`src/common/frs_pkg.sv`:
```
// constants for the flash row erase/write sequencer
// Function
// - program never erases the row first
// - one commit writes at most 16 words
// - latches row aligned, low bits pick latch
// - latches blank after every program
// - latches blank after erase; partial loads allowed
// - load-only set: unlock only fills one latch
// - load-only clear: fill last latch, program row
// - all latches programmed in one operation
// - key 55h then AAh then write-start
// - broken key starts nothing
// - latch load: two forced no-ops, no stall
// - erase: no-ops, stall, resume after
// - program: no-ops, stall, resume after
// - start bits cleared only by hardware
// - reset during write sets error flag
// - unlock register reads as zero
// - erase stall lasts about 2 ms
package frs_pkg;
  // ----------------------------------------
  // register map, byte addresses
  // ----------------------------------------
  localparam logic [4:0] OFF_ADDR_LOW = 5'h00;
  localparam logic [4:0] OFF_ADDR_HIGH = 5'h04;
  localparam logic [4:0] OFF_DATA_LOW = 5'h08;
  localparam logic [4:0] OFF_DATA_HIGH = 5'h0C;
  localparam logic [4:0] OFF_CONTROL = 5'h10;
  localparam logic [4:0] OFF_UNLOCK = 5'h14;
  // ----------------------------------------
  // control fields
  // ----------------------------------------
  localparam int BIT_READ_START = 0;
  localparam int BIT_WRITE_START = 1;
  localparam int BIT_WRITE_ENABLE = 2;
  localparam int BIT_WRITE_ERROR = 3;
  localparam int BIT_LOAD_ONLY = 4;
  localparam int BIT_ERASE_SELECT = 5;
  localparam int BIT_CONFIG_SELECT = 6;
  localparam logic [7:0] KEY_FIRST = 8'h55;
  localparam logic [7:0] KEY_SECOND = 8'hAA;
  localparam logic [7:0] ADDR_HIGH_FILL = 8'h80;
  // ----------------------------------------
  // array shape and reset values
  // ----------------------------------------
  localparam int LATCH_COUNT = 16;
  localparam int WORD_BITS = 14;
  localparam int ROW_BITS = 10;
  localparam logic [13:0] BLANK_WORD = 14'h3FFF;
  // ----------------------------------------
  // timing
  // ----------------------------------------
  localparam int CLK_NS = 50;
  localparam int INSTR_NS = 200;
  localparam int NOP_INSTRS = 2;
  localparam int NOP_CYCLES = NOP_INSTRS * INSTR_NS / CLK_NS;
  localparam int ERASE_US = 2000;
  localparam int PROG_US = 2000;
  localparam int ERASE_CYCLES = ERASE_US * 1000 / CLK_NS;
  localparam int PROG_CYCLES = PROG_US * 1000 / CLK_NS;
  // ----------------------------------------
  // types
  // ----------------------------------------
  typedef enum logic [2:0] {
    ST_IDLE = 3'b001,
    ST_NOP = 3'b010,
    ST_BUSY = 3'b100
  } frs_state_type;
  typedef enum logic [2:0] {
    OP_LOAD = 3'b001,
    OP_ERASE = 3'b010,
    OP_PROG = 3'b100
  } frs_op_type;
endpackage

```
`src/hdl/frs_sequencer.sv`:
```
// flash row erase/write sequencer with avalon-mm register slave
//
// Decided for this implementation: the register addresses and the Avalon-MM slave port.
`timescale 1ns/100ps
module frs_sequencer #(
  parameter int ERASE_CYC = frs_pkg::ERASE_CYCLES,
  parameter int PROG_CYC = frs_pkg::PROG_CYCLES
) (
  input wire logic clk,
  input wire logic rst,
  input wire logic rst_power_on,
  input wire logic [4:0] avs_address,
  input wire logic avs_read,
  input wire logic avs_write,
  input wire logic [3:0] avs_byteenable,
  input wire logic [31:0] avs_writedata,
  output logic [31:0] avs_readdata,
  output logic avs_waitrequest,
  output logic cpu_nop_force,
  output logic cpu_stall,
  output logic flash_erase,
  output logic flash_prog,
  output logic [9:0] flash_row,
  output logic [223:0] flash_row_data
);
  // ----------------------------------------
  // registers and state
  // ----------------------------------------
  logic [7:0] flash_addr_low;
  logic [6:0] flash_addr_high;
  logic [7:0] flash_data_low;
  logic [5:0] flash_data_high;
  logic read_start;
  logic write_start;
  logic write_enable_bit;
  logic write_error_flag;
  logic load_latches_only;
  logic erase_select;
  logic config_space_select;
  logic [1:0] key_stage;
  logic [13:0] latch [16];
  frs_pkg::frs_state_type state;
  frs_pkg::frs_state_type next_state;
  frs_pkg::frs_op_type op;
  logic [15:0] cnt;
  logic [1:0] next_key;

  function automatic logic [15:0] last_of(input int n);
    last_of = 16'(n - 1);
  endfunction

  // ----------------------------------------
  // bus decode
  // ----------------------------------------
  wire acc_wr = avs_write && !avs_waitrequest && avs_byteenable[0];
  wire rd_take = avs_read && avs_waitrequest;
  wire [7:0] wd = avs_writedata[7:0];
  wire wr_alo = acc_wr && avs_address == frs_pkg::OFF_ADDR_LOW;
  wire wr_ahi = acc_wr && avs_address == frs_pkg::OFF_ADDR_HIGH;
  wire wr_dlo = acc_wr && avs_address == frs_pkg::OFF_DATA_LOW;
  wire wr_dhi = acc_wr && avs_address == frs_pkg::OFF_DATA_HIGH;
  wire wr_ctl = acc_wr && avs_address == frs_pkg::OFF_CONTROL;
  wire wr_key = acc_wr && avs_address == frs_pkg::OFF_UNLOCK;
  wire [7:0] ctl_rd = {1'b0, config_space_select, erase_select, load_latches_only,
    write_error_flag, write_enable_bit, write_start, read_start};
  wire [14:0] full_addr = {flash_addr_high, flash_addr_low};
  wire [3:0] latch_idx = full_addr[3:0];
  wire [9:0] row_sel = full_addr[13:4];
  wire [7:0] rd_mux =
    avs_address == frs_pkg::OFF_ADDR_LOW ? flash_addr_low :
    avs_address == frs_pkg::OFF_ADDR_HIGH ? (frs_pkg::ADDR_HIGH_FILL | {1'b0, flash_addr_high}) :
    avs_address == frs_pkg::OFF_DATA_LOW ? flash_data_low :
    avs_address == frs_pkg::OFF_DATA_HIGH ? {2'b00, flash_data_high} :
    avs_address == frs_pkg::OFF_CONTROL ? ctl_rd : 8'h00;

  // ----------------------------------------
  // unlock and start
  // ----------------------------------------
  // any other write breaks the key
  always_comb begin
    next_key = key_stage;
    if (acc_wr) begin
      if (wr_key && wd == frs_pkg::KEY_FIRST) begin
        next_key = 2'h1;
      end else if (wr_key && wd == frs_pkg::KEY_SECOND && key_stage == 2'h1) begin
        next_key = 2'h2;
      end else begin
        next_key = 2'h0;
      end
    end
  end
  wire start_req = wr_ctl && wd[frs_pkg::BIT_WRITE_START];
  wire go = start_req && key_stage == 2'h2 && write_enable_bit && !config_space_select
    && state == frs_pkg::ST_IDLE;
  wire [2:0] go_op = erase_select ? frs_pkg::OP_ERASE :
    load_latches_only ? frs_pkg::OP_LOAD : frs_pkg::OP_PROG;
  wire load_now = go && !erase_select;
  wire nop_end = state == frs_pkg::ST_NOP && cnt == last_of(frs_pkg::NOP_CYCLES);
  wire busy_lim = op == frs_pkg::OP_ERASE ? cnt == last_of(ERASE_CYC) : cnt == last_of(PROG_CYC);
  wire busy_end = state == frs_pkg::ST_BUSY && busy_lim;

  // ----------------------------------------
  // sequence control
  // ----------------------------------------
  always_comb begin
    case (state)
      frs_pkg::ST_IDLE: next_state = go ? frs_pkg::ST_NOP : frs_pkg::ST_IDLE;
      frs_pkg::ST_NOP: begin
        if (!nop_end) begin
          next_state = frs_pkg::ST_NOP;
        end else if (op == frs_pkg::OP_LOAD) begin
          next_state = frs_pkg::ST_IDLE;
        end else begin
          next_state = frs_pkg::ST_BUSY;
        end
      end
      frs_pkg::ST_BUSY: next_state = busy_end ? frs_pkg::ST_IDLE : frs_pkg::ST_BUSY;
      default: next_state = frs_pkg::ST_IDLE;
    endcase
  end

  always_ff @(posedge clk) begin
    if (rst) begin
      state <= frs_pkg::ST_IDLE;
      op <= frs_pkg::OP_LOAD;
      cnt <= 16'h0000;
      key_stage <= 2'h0;
    end else begin
      state <= next_state;
      key_stage <= next_key;
      cnt <= (state != next_state) ? 16'h0000 : cnt + 16'h0001;
      if (go) begin
        op <= frs_pkg::frs_op_type'(go_op);
      end
    end
  end

  always_ff @(posedge clk) begin
    if (rst) begin
      cpu_nop_force <= 1'b0;
      cpu_stall <= 1'b0;
    end else begin
      cpu_nop_force <= next_state == frs_pkg::ST_NOP;
      cpu_stall <= next_state == frs_pkg::ST_BUSY;
    end
  end

  // ----------------------------------------
  // software registers
  // ----------------------------------------
  always_ff @(posedge clk) begin
    if (rst) begin
      flash_addr_low <= 8'h00;
      flash_addr_high <= 7'h00;
      flash_data_low <= 8'h00;
      flash_data_high <= 6'h00;
      write_enable_bit <= 1'b0;
      load_latches_only <= 1'b0;
      erase_select <= 1'b0;
      config_space_select <= 1'b0;
    end else begin
      if (wr_alo) begin
        flash_addr_low <= wd;
      end
      if (wr_ahi) begin
        flash_addr_high <= wd[6:0];
      end
      if (wr_dlo) begin
        flash_data_low <= wd;
      end
      if (wr_dhi) begin
        flash_data_high <= wd[5:0];
      end
      if (wr_ctl) begin
        write_enable_bit <= wd[frs_pkg::BIT_WRITE_ENABLE];
        load_latches_only <= wd[frs_pkg::BIT_LOAD_ONLY];
        erase_select <= wd[frs_pkg::BIT_ERASE_SELECT];
        config_space_select <= wd[frs_pkg::BIT_CONFIG_SELECT];
      end
    end
  end

  // start bits: software sets, hardware clears
  always_ff @(posedge clk) begin
    if (rst) begin
      read_start <= 1'b0;
      write_start <= 1'b0;
    end else begin
      read_start <= wr_ctl && wd[frs_pkg::BIT_READ_START];
      if (go) begin
        write_start <= 1'b1;
      end else if (next_state == frs_pkg::ST_IDLE) begin
        write_start <= 1'b0;
      end
    end
  end

  // survives plain reset; power-on clears it
  always_ff @(posedge clk) begin
    if (rst_power_on) begin
      write_error_flag <= 1'b0;
    end else if (rst && state != frs_pkg::ST_IDLE && op != frs_pkg::OP_LOAD) begin
      write_error_flag <= 1'b1;
    end else if (!rst && wr_ctl) begin
      write_error_flag <= wd[frs_pkg::BIT_WRITE_ERROR];
    end
  end

  // ----------------------------------------
  // write latches and flash strobes
  // ----------------------------------------
  always_ff @(posedge clk) begin
    // blank at reset and at the end of every erase or program
    if (rst || busy_end) begin
      for (int i = 0; i < frs_pkg::LATCH_COUNT; i++) begin
        latch[i] <= frs_pkg::BLANK_WORD;
      end
    end else if (load_now) begin
      latch[latch_idx] <= {flash_data_high, flash_data_low};
    end
  end

  always_ff @(posedge clk) begin
    if (rst) begin
      flash_erase <= 1'b0;
      flash_prog <= 1'b0;
      flash_row <= 10'h000;
      flash_row_data <= '1;
    end else begin
      flash_erase <= busy_end && op == frs_pkg::OP_ERASE;
      flash_prog <= busy_end && op == frs_pkg::OP_PROG;
      if (go) begin
        flash_row <= row_sel;
      end
      if (busy_end && op == frs_pkg::OP_PROG) begin
        for (int i = 0; i < frs_pkg::LATCH_COUNT; i++) begin
          flash_row_data[i*14 +: 14] <= latch[i];
        end
      end
    end
  end

  // ----------------------------------------
  // bus answer
  // ----------------------------------------
  always_ff @(posedge clk) begin
    if (rst) begin
      avs_waitrequest <= 1'b1;
      avs_readdata <= 32'h00000000;
    end else begin
      // one wait state: low for one cycle per request
      avs_waitrequest <= !((avs_read || avs_write) && avs_waitrequest);
      if (rd_take) begin
        avs_readdata <= {24'h000000, rd_mux};
      end
    end
  end

  // ----------------------------------------
  // checks
  // ----------------------------------------
  // every latch must be blank, not just a sample of them
  logic all_blank;
  always_comb begin
    all_blank = 1'b1;
    for (int i = 0; i < frs_pkg::LATCH_COUNT; i++) begin
      if (latch[i] != frs_pkg::BLANK_WORD) begin
        all_blank = 1'b0;
      end
    end
  end
  wire [13:0] cur_latch = latch[latch_idx];

  property p_no_auto_erase;
    @(posedge clk) disable iff (rst) flash_prog |-> !flash_erase && $past(op) == frs_pkg::OP_PROG;
  endproperty
  a_no_auto_erase: assert property (p_no_auto_erase) else $error("erase during program");

  property p_prog_blank;
    @(posedge clk) disable iff (rst) flash_prog |-> all_blank && !cpu_stall;
  endproperty
  a_prog_blank: assert property (p_prog_blank) else $error("latches not blank after program");

  property p_erase_blank;
    @(posedge clk) disable iff (rst) flash_erase |-> all_blank;
  endproperty
  a_erase_blank: assert property (p_erase_blank) else $error("latches not blank after erase");

  property p_load_only;
    @(posedge clk) disable iff (rst) (go && go_op == frs_pkg::OP_LOAD)
      |=> cpu_nop_force [*8] ##1 (!cpu_nop_force && !cpu_stall && !write_start);
  endproperty
  a_load_only: assert property (p_load_only) else $error("latch load did not end after no-ops");

  property p_load_data;
    @(posedge clk) disable iff (rst) load_now
      |=> cur_latch == $past({flash_data_high, flash_data_low});
  endproperty
  a_load_data: assert property (p_load_data) else $error("latch not loaded");

  property p_stall_after_nops;
    @(posedge clk) disable iff (rst) $rose(cpu_stall) |-> $past(cpu_nop_force) && op != frs_pkg::OP_LOAD;
  endproperty
  a_stall_after_nops: assert property (p_stall_after_nops) else $error("stall without no-ops");

  property p_key_order;
    @(posedge clk) disable iff (rst) key_stage == 2'h2 |-> $past(key_stage) inside {2'h1, 2'h2};
  endproperty
  a_key_order: assert property (p_key_order) else $error("key out of order");

  property p_no_key_ignored;
    @(posedge clk) disable iff (rst) (start_req && key_stage != 2'h2)
      |=> state == frs_pkg::ST_IDLE && $stable(cur_latch);
  endproperty
  a_no_key_ignored: assert property (p_no_key_ignored) else $error("start accepted without key");

  property p_read_start_clear;
    @(posedge clk) disable iff (rst) read_start |=> !read_start;
  endproperty
  a_read_start_clear: assert property (p_read_start_clear) else $error("read start stuck");

  property p_unlock_reads_zero;
    @(posedge clk) disable iff (rst) (rd_take && avs_address == frs_pkg::OFF_UNLOCK)
      |=> avs_readdata == 32'h00000000 && !avs_waitrequest;
  endproperty
  a_unlock_reads_zero: assert property (p_unlock_reads_zero) else $error("unlock read not zero");

  property p_reset_error;
    @(posedge clk) disable iff (rst_power_on) (rst && state == frs_pkg::ST_BUSY) |=> write_error_flag;
  endproperty
  a_reset_error: assert property (p_reset_error) else $error("error flag not set");

  property p_resume_after_stall;
    @(posedge clk) disable iff (rst) (flash_erase || flash_prog) |-> $past(cpu_stall) && !cpu_stall && !cpu_nop_force;
  endproperty
  a_resume_after_stall: assert property (p_resume_after_stall) else $error("stall did not end with operation");

  c_erase: cover property (@(posedge clk) disable iff (rst) flash_erase);
  c_prog: cover property (@(posedge clk) disable iff (rst) flash_prog);
  c_load: cover property (@(posedge clk) disable iff (rst) go && go_op == frs_pkg::OP_LOAD);
  c_broken_key: cover property (@(posedge clk) disable iff (rst) start_req && key_stage != 2'h2);
  c_config_refused: cover property (@(posedge clk) disable iff (rst) start_req && config_space_select);
endmodule

```
`config.mk`:
```
export PLATFORM = sky130hd
export DESIGN_NAME = frs_sequencer
export DESIGN_NICKNAME = d
export VERILOG_FILES = /design/src/common/frs_pkg.sv /design/src/hdl/frs_sequencer.sv
export SDC_FILE = /design/constraint.sdc
export NUM_CORES = 1
export LEC_CHECK = 0
export BUFFER_PORTS_ARGS = -buffer_cell sky130_fd_sc_hd__buf_2
export CORE_MARGIN = 5
export CORE_UTILIZATION = 51
export DETAILED_ROUTE_END_ITERATION = 12
export PLACE_DENSITY = 0.76
export SYNTH_ARGS = -nofsm -noshare
export SYNTH_HDL_FRONTEND = slang
export SYNTH_SLANG_ARGS = --single-unit
```
`constraint.sdc`:
```
create_clock -name clk -period 3.85 [get_ports clk]
set_input_delay 1.155 -clock clk [delete_from_list [all_inputs] [get_ports clk]]
set_output_delay 1.155 -clock clk [all_outputs]
set_load 0.1 [all_outputs]
```
==> summary.md, run 1 <==
| Metric | Value |
|---|---|
| Status | finished with violations |
| Violated checks | capacitance limit, slew limit |
| Hold Crit Class | reg2reg |
| Register bit total from synthesis | 531 |
| CP Max Fanout | 14 |
| Num ports | 317 |
| Worst vdd ir | about 340 uV |
| Required time worst endpoint | 4120 ps |
| Post-synthesis sequential area ratio | 0.633 |
| Largest net degree at the start of global routing | ~160 |
| Clock Latency Late Sink | 600 ps |
| Critical path's top delay family | simple AND/OR/NAND/NOR gates |
| Final hold slack | 453 ps |
| CP Class | in2reg |
| DRT Wirelength | roughly 55 mm |
| Num CTS Buffers | 53 |
| Drt drc | 0 |
| H-Tree Depth | 2 |
| Post-route setup slack | 690 ps |
| Die footprint | 43,900 um2 |
| Clock skew | 15.9 ps |
| Ant. Diodes | 0 |
| Layout cells sized above 1 | 0.183 |
| Synth warnings | 0 |
| Crit-path max cell delay | between 500 and 600 ps |
| Pre-CTS WS | roughly 130 ps |
| CTS resizes | 0 |
| Gate Count Post-Synth | approximately 2,000 |
| First-pass DRT Iterations | 5 |
| Nets | 2,258 |
| Most frequent cells in the layout | 307 x dfxtp_1, 292 x nor2_1, 264 x buf_2, 261 x a21oi_1, 232 x nor3_1 |
| Vias per std cell | about 5.7 |
| Crit. path cell count | 7 |
| Slowest CP cell | or4b_4 |
| First-pass GRT wire length | ~85 mm |
| Asr flop ratio synth | 0 |
| Synthesized cell area | slightly above 20,000 um2 |
| Drt wl/cell | 19.9 um |
| CP Buf/Inv Count | 2 |
| Core area | 39,500 um2 |
| Layout area overhead | 16.5% |
| Uppermost layer routed | met4 |
| Total grt overflow | 0 |
| Fillcell total | 3,240 |
| Max Fclk | 0.316 GHz |
| Sink Count | around 530 |
| Die Span X | 210 um |
| Final Hold Fails | 0 |
| Post-synth top flop | dfxtp_1 |
| Vias in the first global route | about 15,000 |
| Post-Syn Area per Cell | 10.0 um2 |
| Worst EP arrival | 3430 ps |
| Post-synth EDFFs | 224 |
| DPL Wire Length | 35.1 mm |
| # Post-CTS Setup Buffers | 0 |
| Area fraction of the dominant cell type after synthesis | 0.331 |
| Initial antenna violation count | 0 |
| Commonest non-fill, non-tap cell in the layout | dfxtp_1 |
| Relative slew margins | -0.0297 |
| Minimum clock period | 3160 ps |
| Wire length on met3 | 4.44 mm |
| Iter 0 DRT Violations | 1,846 |
| Cell taking the most area after synthesis | edfxtp_1 |
| Antenna-violating nets left | 0 |
| Routability Congestion | ~0.86 |
| Post-CTS Hold Fix Bufs | 0 |
| Library cells used by synthesis | 52 |
| Overall via count from detail_route | 15,900 |
| DRT met1 WL | 22.9 mm |
| Reg clk slew, reported paths | 60 ps |
| Met2 Wirelength | 25.9 mm |
| CTS root buf | clkbuf_16 |
| Clock tree buffer depth | 3 |
| Placed cell area | 22,000 um2 |
| Startpoint types | primary input |
| CTS tree | built |
| Post-route cell area | ~24,000 um2 |
| Hold Path Depth | 2 |
| Synth area leaders | edfxtp_1 33%, dfxtp_1 30%, a21oi_1 6.4% |
| Crit share post-route | 0.821 |
| Starting Density | 0.514 |
| Worst-margin pin slew | around 1500 ps |
| CP Cell Sequence | buf_2 > or4b_4 > nor4_4 > and2_0 > nand3_1 > o21ai_1 > buf_4 |
| PD cells | 478 nW/um2 |
| GRT Util Overall | 0.241 |
| Slew Viols, Final | 9 |
| Worst R2R Path Depth | 8 |
| Crit end category | flip-flop |
| P_leak | 7.97 nW |
| Max-cap violations | 1 |
| Die H | 210 um |
| IO buf count | 265 |
| Setup violators final | 0 |
| Unrepaired setup endpoints after global routing | false |
| Cell Rows | between 70 and 80 |
==> stage by stage <==
| step | cells | utilization | setup TNS [ps] | power (W) |
|---|---|---|---|---|
| after floorplan | 2049 | - | -37640 | 0.00645 |
| after global placement | 2681 | 0.557 | 0 | 0.00652 |
| after detailed placement | 2681 | 0.557 | 0 | 0.00653 |
| after CTS | 2781 | 0.598 | 0 | 0.0114 |
| after global routing | 2781 | 0.598 | 0 | 0.0116 |
| final | 2781 | 0.598 | 0 | 0.0113 |
==> layer usage <==
metal,track usage,vias to the layer above
met5,0,-
met4,0.101,0
met3,0.0396,119
met2,0.374,673
met1,0.340,7599
li1,-,7558
==> cells by family (layout without fill, tap and decap cells) <==
| logic type | Yosys count | after routing | synth area share |
|---|---|---|---|
| DFF | 531 | 531 | 0.633 |
| muxes | 24 | 24 | 0.0118 |
| buffers and inverters | 226 | 433 | 0.0486 |
| adders and majority gates | 1 | 1 | 0.000616 |
| and+or+nand+nor | 911 | 911 | 0.218 |
| AOI/OAI and AO/OA | 318 | 318 | 0.0818 |
| xor gates and xnor gates | 14 | 14 | 0.00603 |
| other | 1 | 24 | 0.000185 |
==> final cells by class <==
class	instances	area (um2)	area share
clock buffer	74	1460	0.0616
clock inverter	26	183	0.00772
inverter	7	26.3	0.00111
multi-input combinational	1292	6580	0.278
sequential	531	12900	0.544
tap	525	657	0.0278
timing repair buffer	326	1890	0.0800
==> synth_stat cells (3+ instances only) <==
master / number
dfxtp_1: 307
nor2_1: 294
a21oi_1: 261
nor3_1: 232
edfxtp_1: 224
clkbuf_1: 151
nand4_1: 120
nand3_1: 94
nand2_1: 92
o21ai_0: 35
buf_4: 32
mux2i_1: 24
buf_1: 21
nor2b_1: 18
buf_2: 15
or3_1: 9
and2_1: 8
a211oi_1: 7
inv_1: 7
xnor2_1: 7
xor2_1: 7
o2bb2ai_1: 6
nand2b_1: 5
nor4_1: 5
nor4b_1: 5
and3_1: 3
nand3b_1: 3
nand4b_1: 3
or2_2: 3
or4_1: 3
==> path summary, 6_finish.rpt <==
check	start	endpoint	slack (ps)
min	flash_row[3]$_SDFFE_PP0N_	flash_row[3]$_SDFFE_PP0N_	450
max reg2reg	cnt[0]$_SDFF_PP0_	flash_row_data[24]$_SDFFE_PP1P_	1030
min reg2reg	flash_row[3]$_SDFFE_PP0N_	flash_row[3]$_SDFFE_PP0N_	450
max	avs_address[1]	latch[12][11]$_SDFFCE_PN1P_	690
==> sequential cells by signal, indices dropped and copies added (netlist names) <==
| name | flops |
|---|---|
| avs_readdata | 8 |
| avs_waitrequest | 1 |
| cnt | 16 |
| config_space_select | 1 |
| cpu_nop_force | 1 |
| cpu_stall | 1 |
| erase_select | 1 |
| flash_addr_high | 7 |
| flash_addr_low | 8 |
| flash_data_high | 6 |
| flash_data_low | 8 |
| flash_erase | 1 |
| flash_prog | 1 |
| flash_row | 10 |
| flash_row_data | 224 |
| key_stage | 2 |
| latch | 224 |
| load_latches_only | 1 |
| op | 3 |
| read_start | 1 |
| state | 3 |
| write_enable_bit | 1 |
| write_error_flag | 1 |
| write_start | 1 |
==> power by group <==
part	switching (W)	internal [W]	leakage (nW)
clock	0.00212	0.00278	0.794
sequential	0.0000450	0.00597	4.70
combinational	0.000337	0.0000567	2.47
total	0.00250	0.00881	7.97
==> worst register-to-register path, stage by stage, from the launching register on <==
cell and delay [ps]:
dfxtp_1 350, ha_1 290, or3b_2 470, nor4_1 220, nand4b_1 300, buf_12 310
buf_4 360, nor3_1 300, a21oi_1 70
Note: power is estimated with default switching activity, not from simulation.
==> run 2: changes to the inputs <==
Settings changed: CORE_UTILIZATION 51 to 56, PLACE_DENSITY 0.76 to 0.79.
Clock period 3.85 ns to 3.05 ns, I/O delays scaled along.
==> run 2 against run 1 <==
  * Register-to-register slack got worse by 640 ps
  * Critical endpoint is now cnt[9]$_SDFF_PP0_
  * Cell count fell by 1.4%
  * Clock power is 31% higher
  * The run now ends clean
  * Sequential power increased by 26%
  * Die area fell by 8.5%
==> summary.md, run 2 (same netlist as run 1, synthesis figures left out) <==
| Metric | Value |
|---|---|
| Total grt overflow | 0 |
| Hold Crit Class | reg2reg |
| Crit end category | flip-flop |
| Unrepaired setup endpoints after global routing | false |
| Required time worst endpoint | about 3500 ps |
| First-pass DRT Iterations | 6 |
| Crit share post-route | 0.871 |
| P_leak | 8.23 nW |
| Worst R2R Path Depth | 6 |
| Pre-CTS WS | -179 ps |
| Slew Viols, Final | 0 |
| Biggest regs | flash_row_data (224), latch (224), cnt (16) |
| Minimum clock period | about 2700 ps |
| CTS root buf | clkbuf_16 |
| CP Max Fanout | 16 |
| DPL Wire Length | 34.5 mm |
| Num ports | 317 |
| Placed cell area | 22,600 um2 |
| Final Power | roughly 0.015 W |
| Nets | 2,286 |
| Drt drc | 0 |
| Iter 0 DRT Violations | 1,366 |
| Slowest CP cell | nor4_1 |
| Die Span X | about 200 um |
| Final Core Density | 0.681 |
| Num CTS Buffers | 51 |
| Ant. Diodes | 0 |
| Post-CTS Hold Fix Bufs | 0 |
| CTS tree | built |
| Drt wl/cell | about 20 um |
| Worst-margin pin slew | 1180 ps |
| Clock tree buffer depth | 3 |
| Reg clk slew, reported paths | 60 ps |
| CP Class | reg2reg |
| Clock Latency Late Sink | 570 ps |
| Setup violators final | 0 |
| Min-delay src | cnt[0]$_SDFF_PP0_ |
| Max-cap violations | 0 |
| Initial antenna violation count | 0 |
| Reg-to-reg startpoint | cnt[0]$_SDFF_PP0_ |
| Die H | ~200 um |
| Crit-path max cell delay | 590 ps |
| Post-route setup slack | 394 ps |
| CP Cell Sequence | ha_1 > or4b_1 > nor4_1 > o22ai_1 > o211ai_4 > nor2_1 |
| H-Tree Depth | 2 |
| Sink Count | 531 |
| Worst vdd ir | 404 uV |
| Largest net degree at the start of global routing | around 240 |
| Post-route cell area | approximately 24,000 um2 |
| Layout area overhead | 19.5% |
| Clock skew | between 15 and 20 ps |
| Layout cells sized above 1 | 0.203 |
| Vias per std cell | ~5.9 |
| Cell Rows | roughly 70 |
| Final Hold Fails | 0 |
| Relative slew margins | 0.212 |
| GRT Util Overall | 0.260 |
| Routability Congestion | about 0.89 |
| Most frequent cells in the layout | 307 x dfxtp_1, 292 x nor2_1, 264 x buf_2, 260 x a21oi_1, 232 x nor3_1 |
| PD cells | 600 nW/um2 |
| Antenna-violating nets left | 0 |
| First-pass GRT wire length | 85.2 mm |
| DRT Wirelength | 54.3 mm |
| Commonest non-fill, non-tap cell in the layout | dfxtp_1 |
| Final hold slack | ~440 ps |
| Overall via count from detail_route | 16,100 |
| CTS resizes | 0 |
| Vias in the first global route | 15,300 |
| IO buf count | 265 |
| Status | finished clean |
| Startpoint types | flip-flop |
| # Post-CTS Setup Buffers | 0 |
| Worst EP arrival | 3080 ps |
| Max Fclk | 0.377 GHz |
| Hold Path Depth | 1 |
| Crit. Startpoint | cnt[0]$_SDFF_PP0_ |
| Starting Density | 0.570 |
| Core area | 35,700 um2 |
| Die footprint | between 40,000 and 50,000 um2 |
[run 2: cell types whose count changed in the layout (fill, tap and decap cells not counted), sizes merged]
| cell | previous run | this run |
|---|---|---|
| clkbuf | 74 | 73 |
| clkinvlp | 3 | 5 |
| buf | 326 | 356 |
| clkinv | 20 | 10 |
| bufinv | 2 | 6 |
[run 2: final timing paths]
path / end / slack (ps)
setup / recovery: cnt[9]$_SDFF_PP0_ / 390
hold / removal: cnt[0]$_SDFF_PP0_ / 440
setup reg to reg: cnt[9]$_SDFF_PP0_ / 390
hold reg to reg: cnt[0]$_SDFF_PP0_ / 440
[run 2: cell type report]
type | count | area [um2]
sequential | 531 | 12900
fill | 2656 | 11400
multi-input combinational | 1292 | 6780
timing repair buffer | 356 | 2320
clock buffer | 73 | 1430
tap | 461 | 577
clock inverter | 22 | 275
inverter | 7 | 26.3
[run 2: stage by stage]
| stage | cells | TNS, ps |
|---|---|---|
| 2_1_floorplan | 2049 | -9460 |
| 3_3_place_gp | 2647 | -28080 |
| 3_5_place_dp | 2647 | -37980 |
| 4_1_cts | 2742 | 0 |
| 5_1_grt | 2742 | 0 |
| 6_report | 2742 | 0 |
[run 2: critical path, delay by kind of cell (launching register included)]
family | cells | cell delay, ps
flip-flops | 1 | 340
AND/OR/NAND/NOR | 3 | 1210
AO/OA/AOI/OAI | 2 | 670
adder cells (fa/ha/maj) | 1 | 290
[run 2: report_power, final]
| part | total (W) | switching, W | internal (W) |
|---|---|---|---|
| registers | 0.00760 | 0.0000581 | 0.00754 |
| clock network | 0.00642 | 0.00264 | 0.00378 |
| logic | 0.000544 | 0.000434 | 0.000110 |
[run 2: layer usage]
layer / GRT usage / up-vias / wire length [um]
li1: - / 7604 / -
met1: 0.357 / 7599 / 21800
met2: 0.422 / 755 / 26000
met3: 0.0478 / 130 / 4670
met4: 0.0873 / 0 / 1840
met5: 0 / - / 0
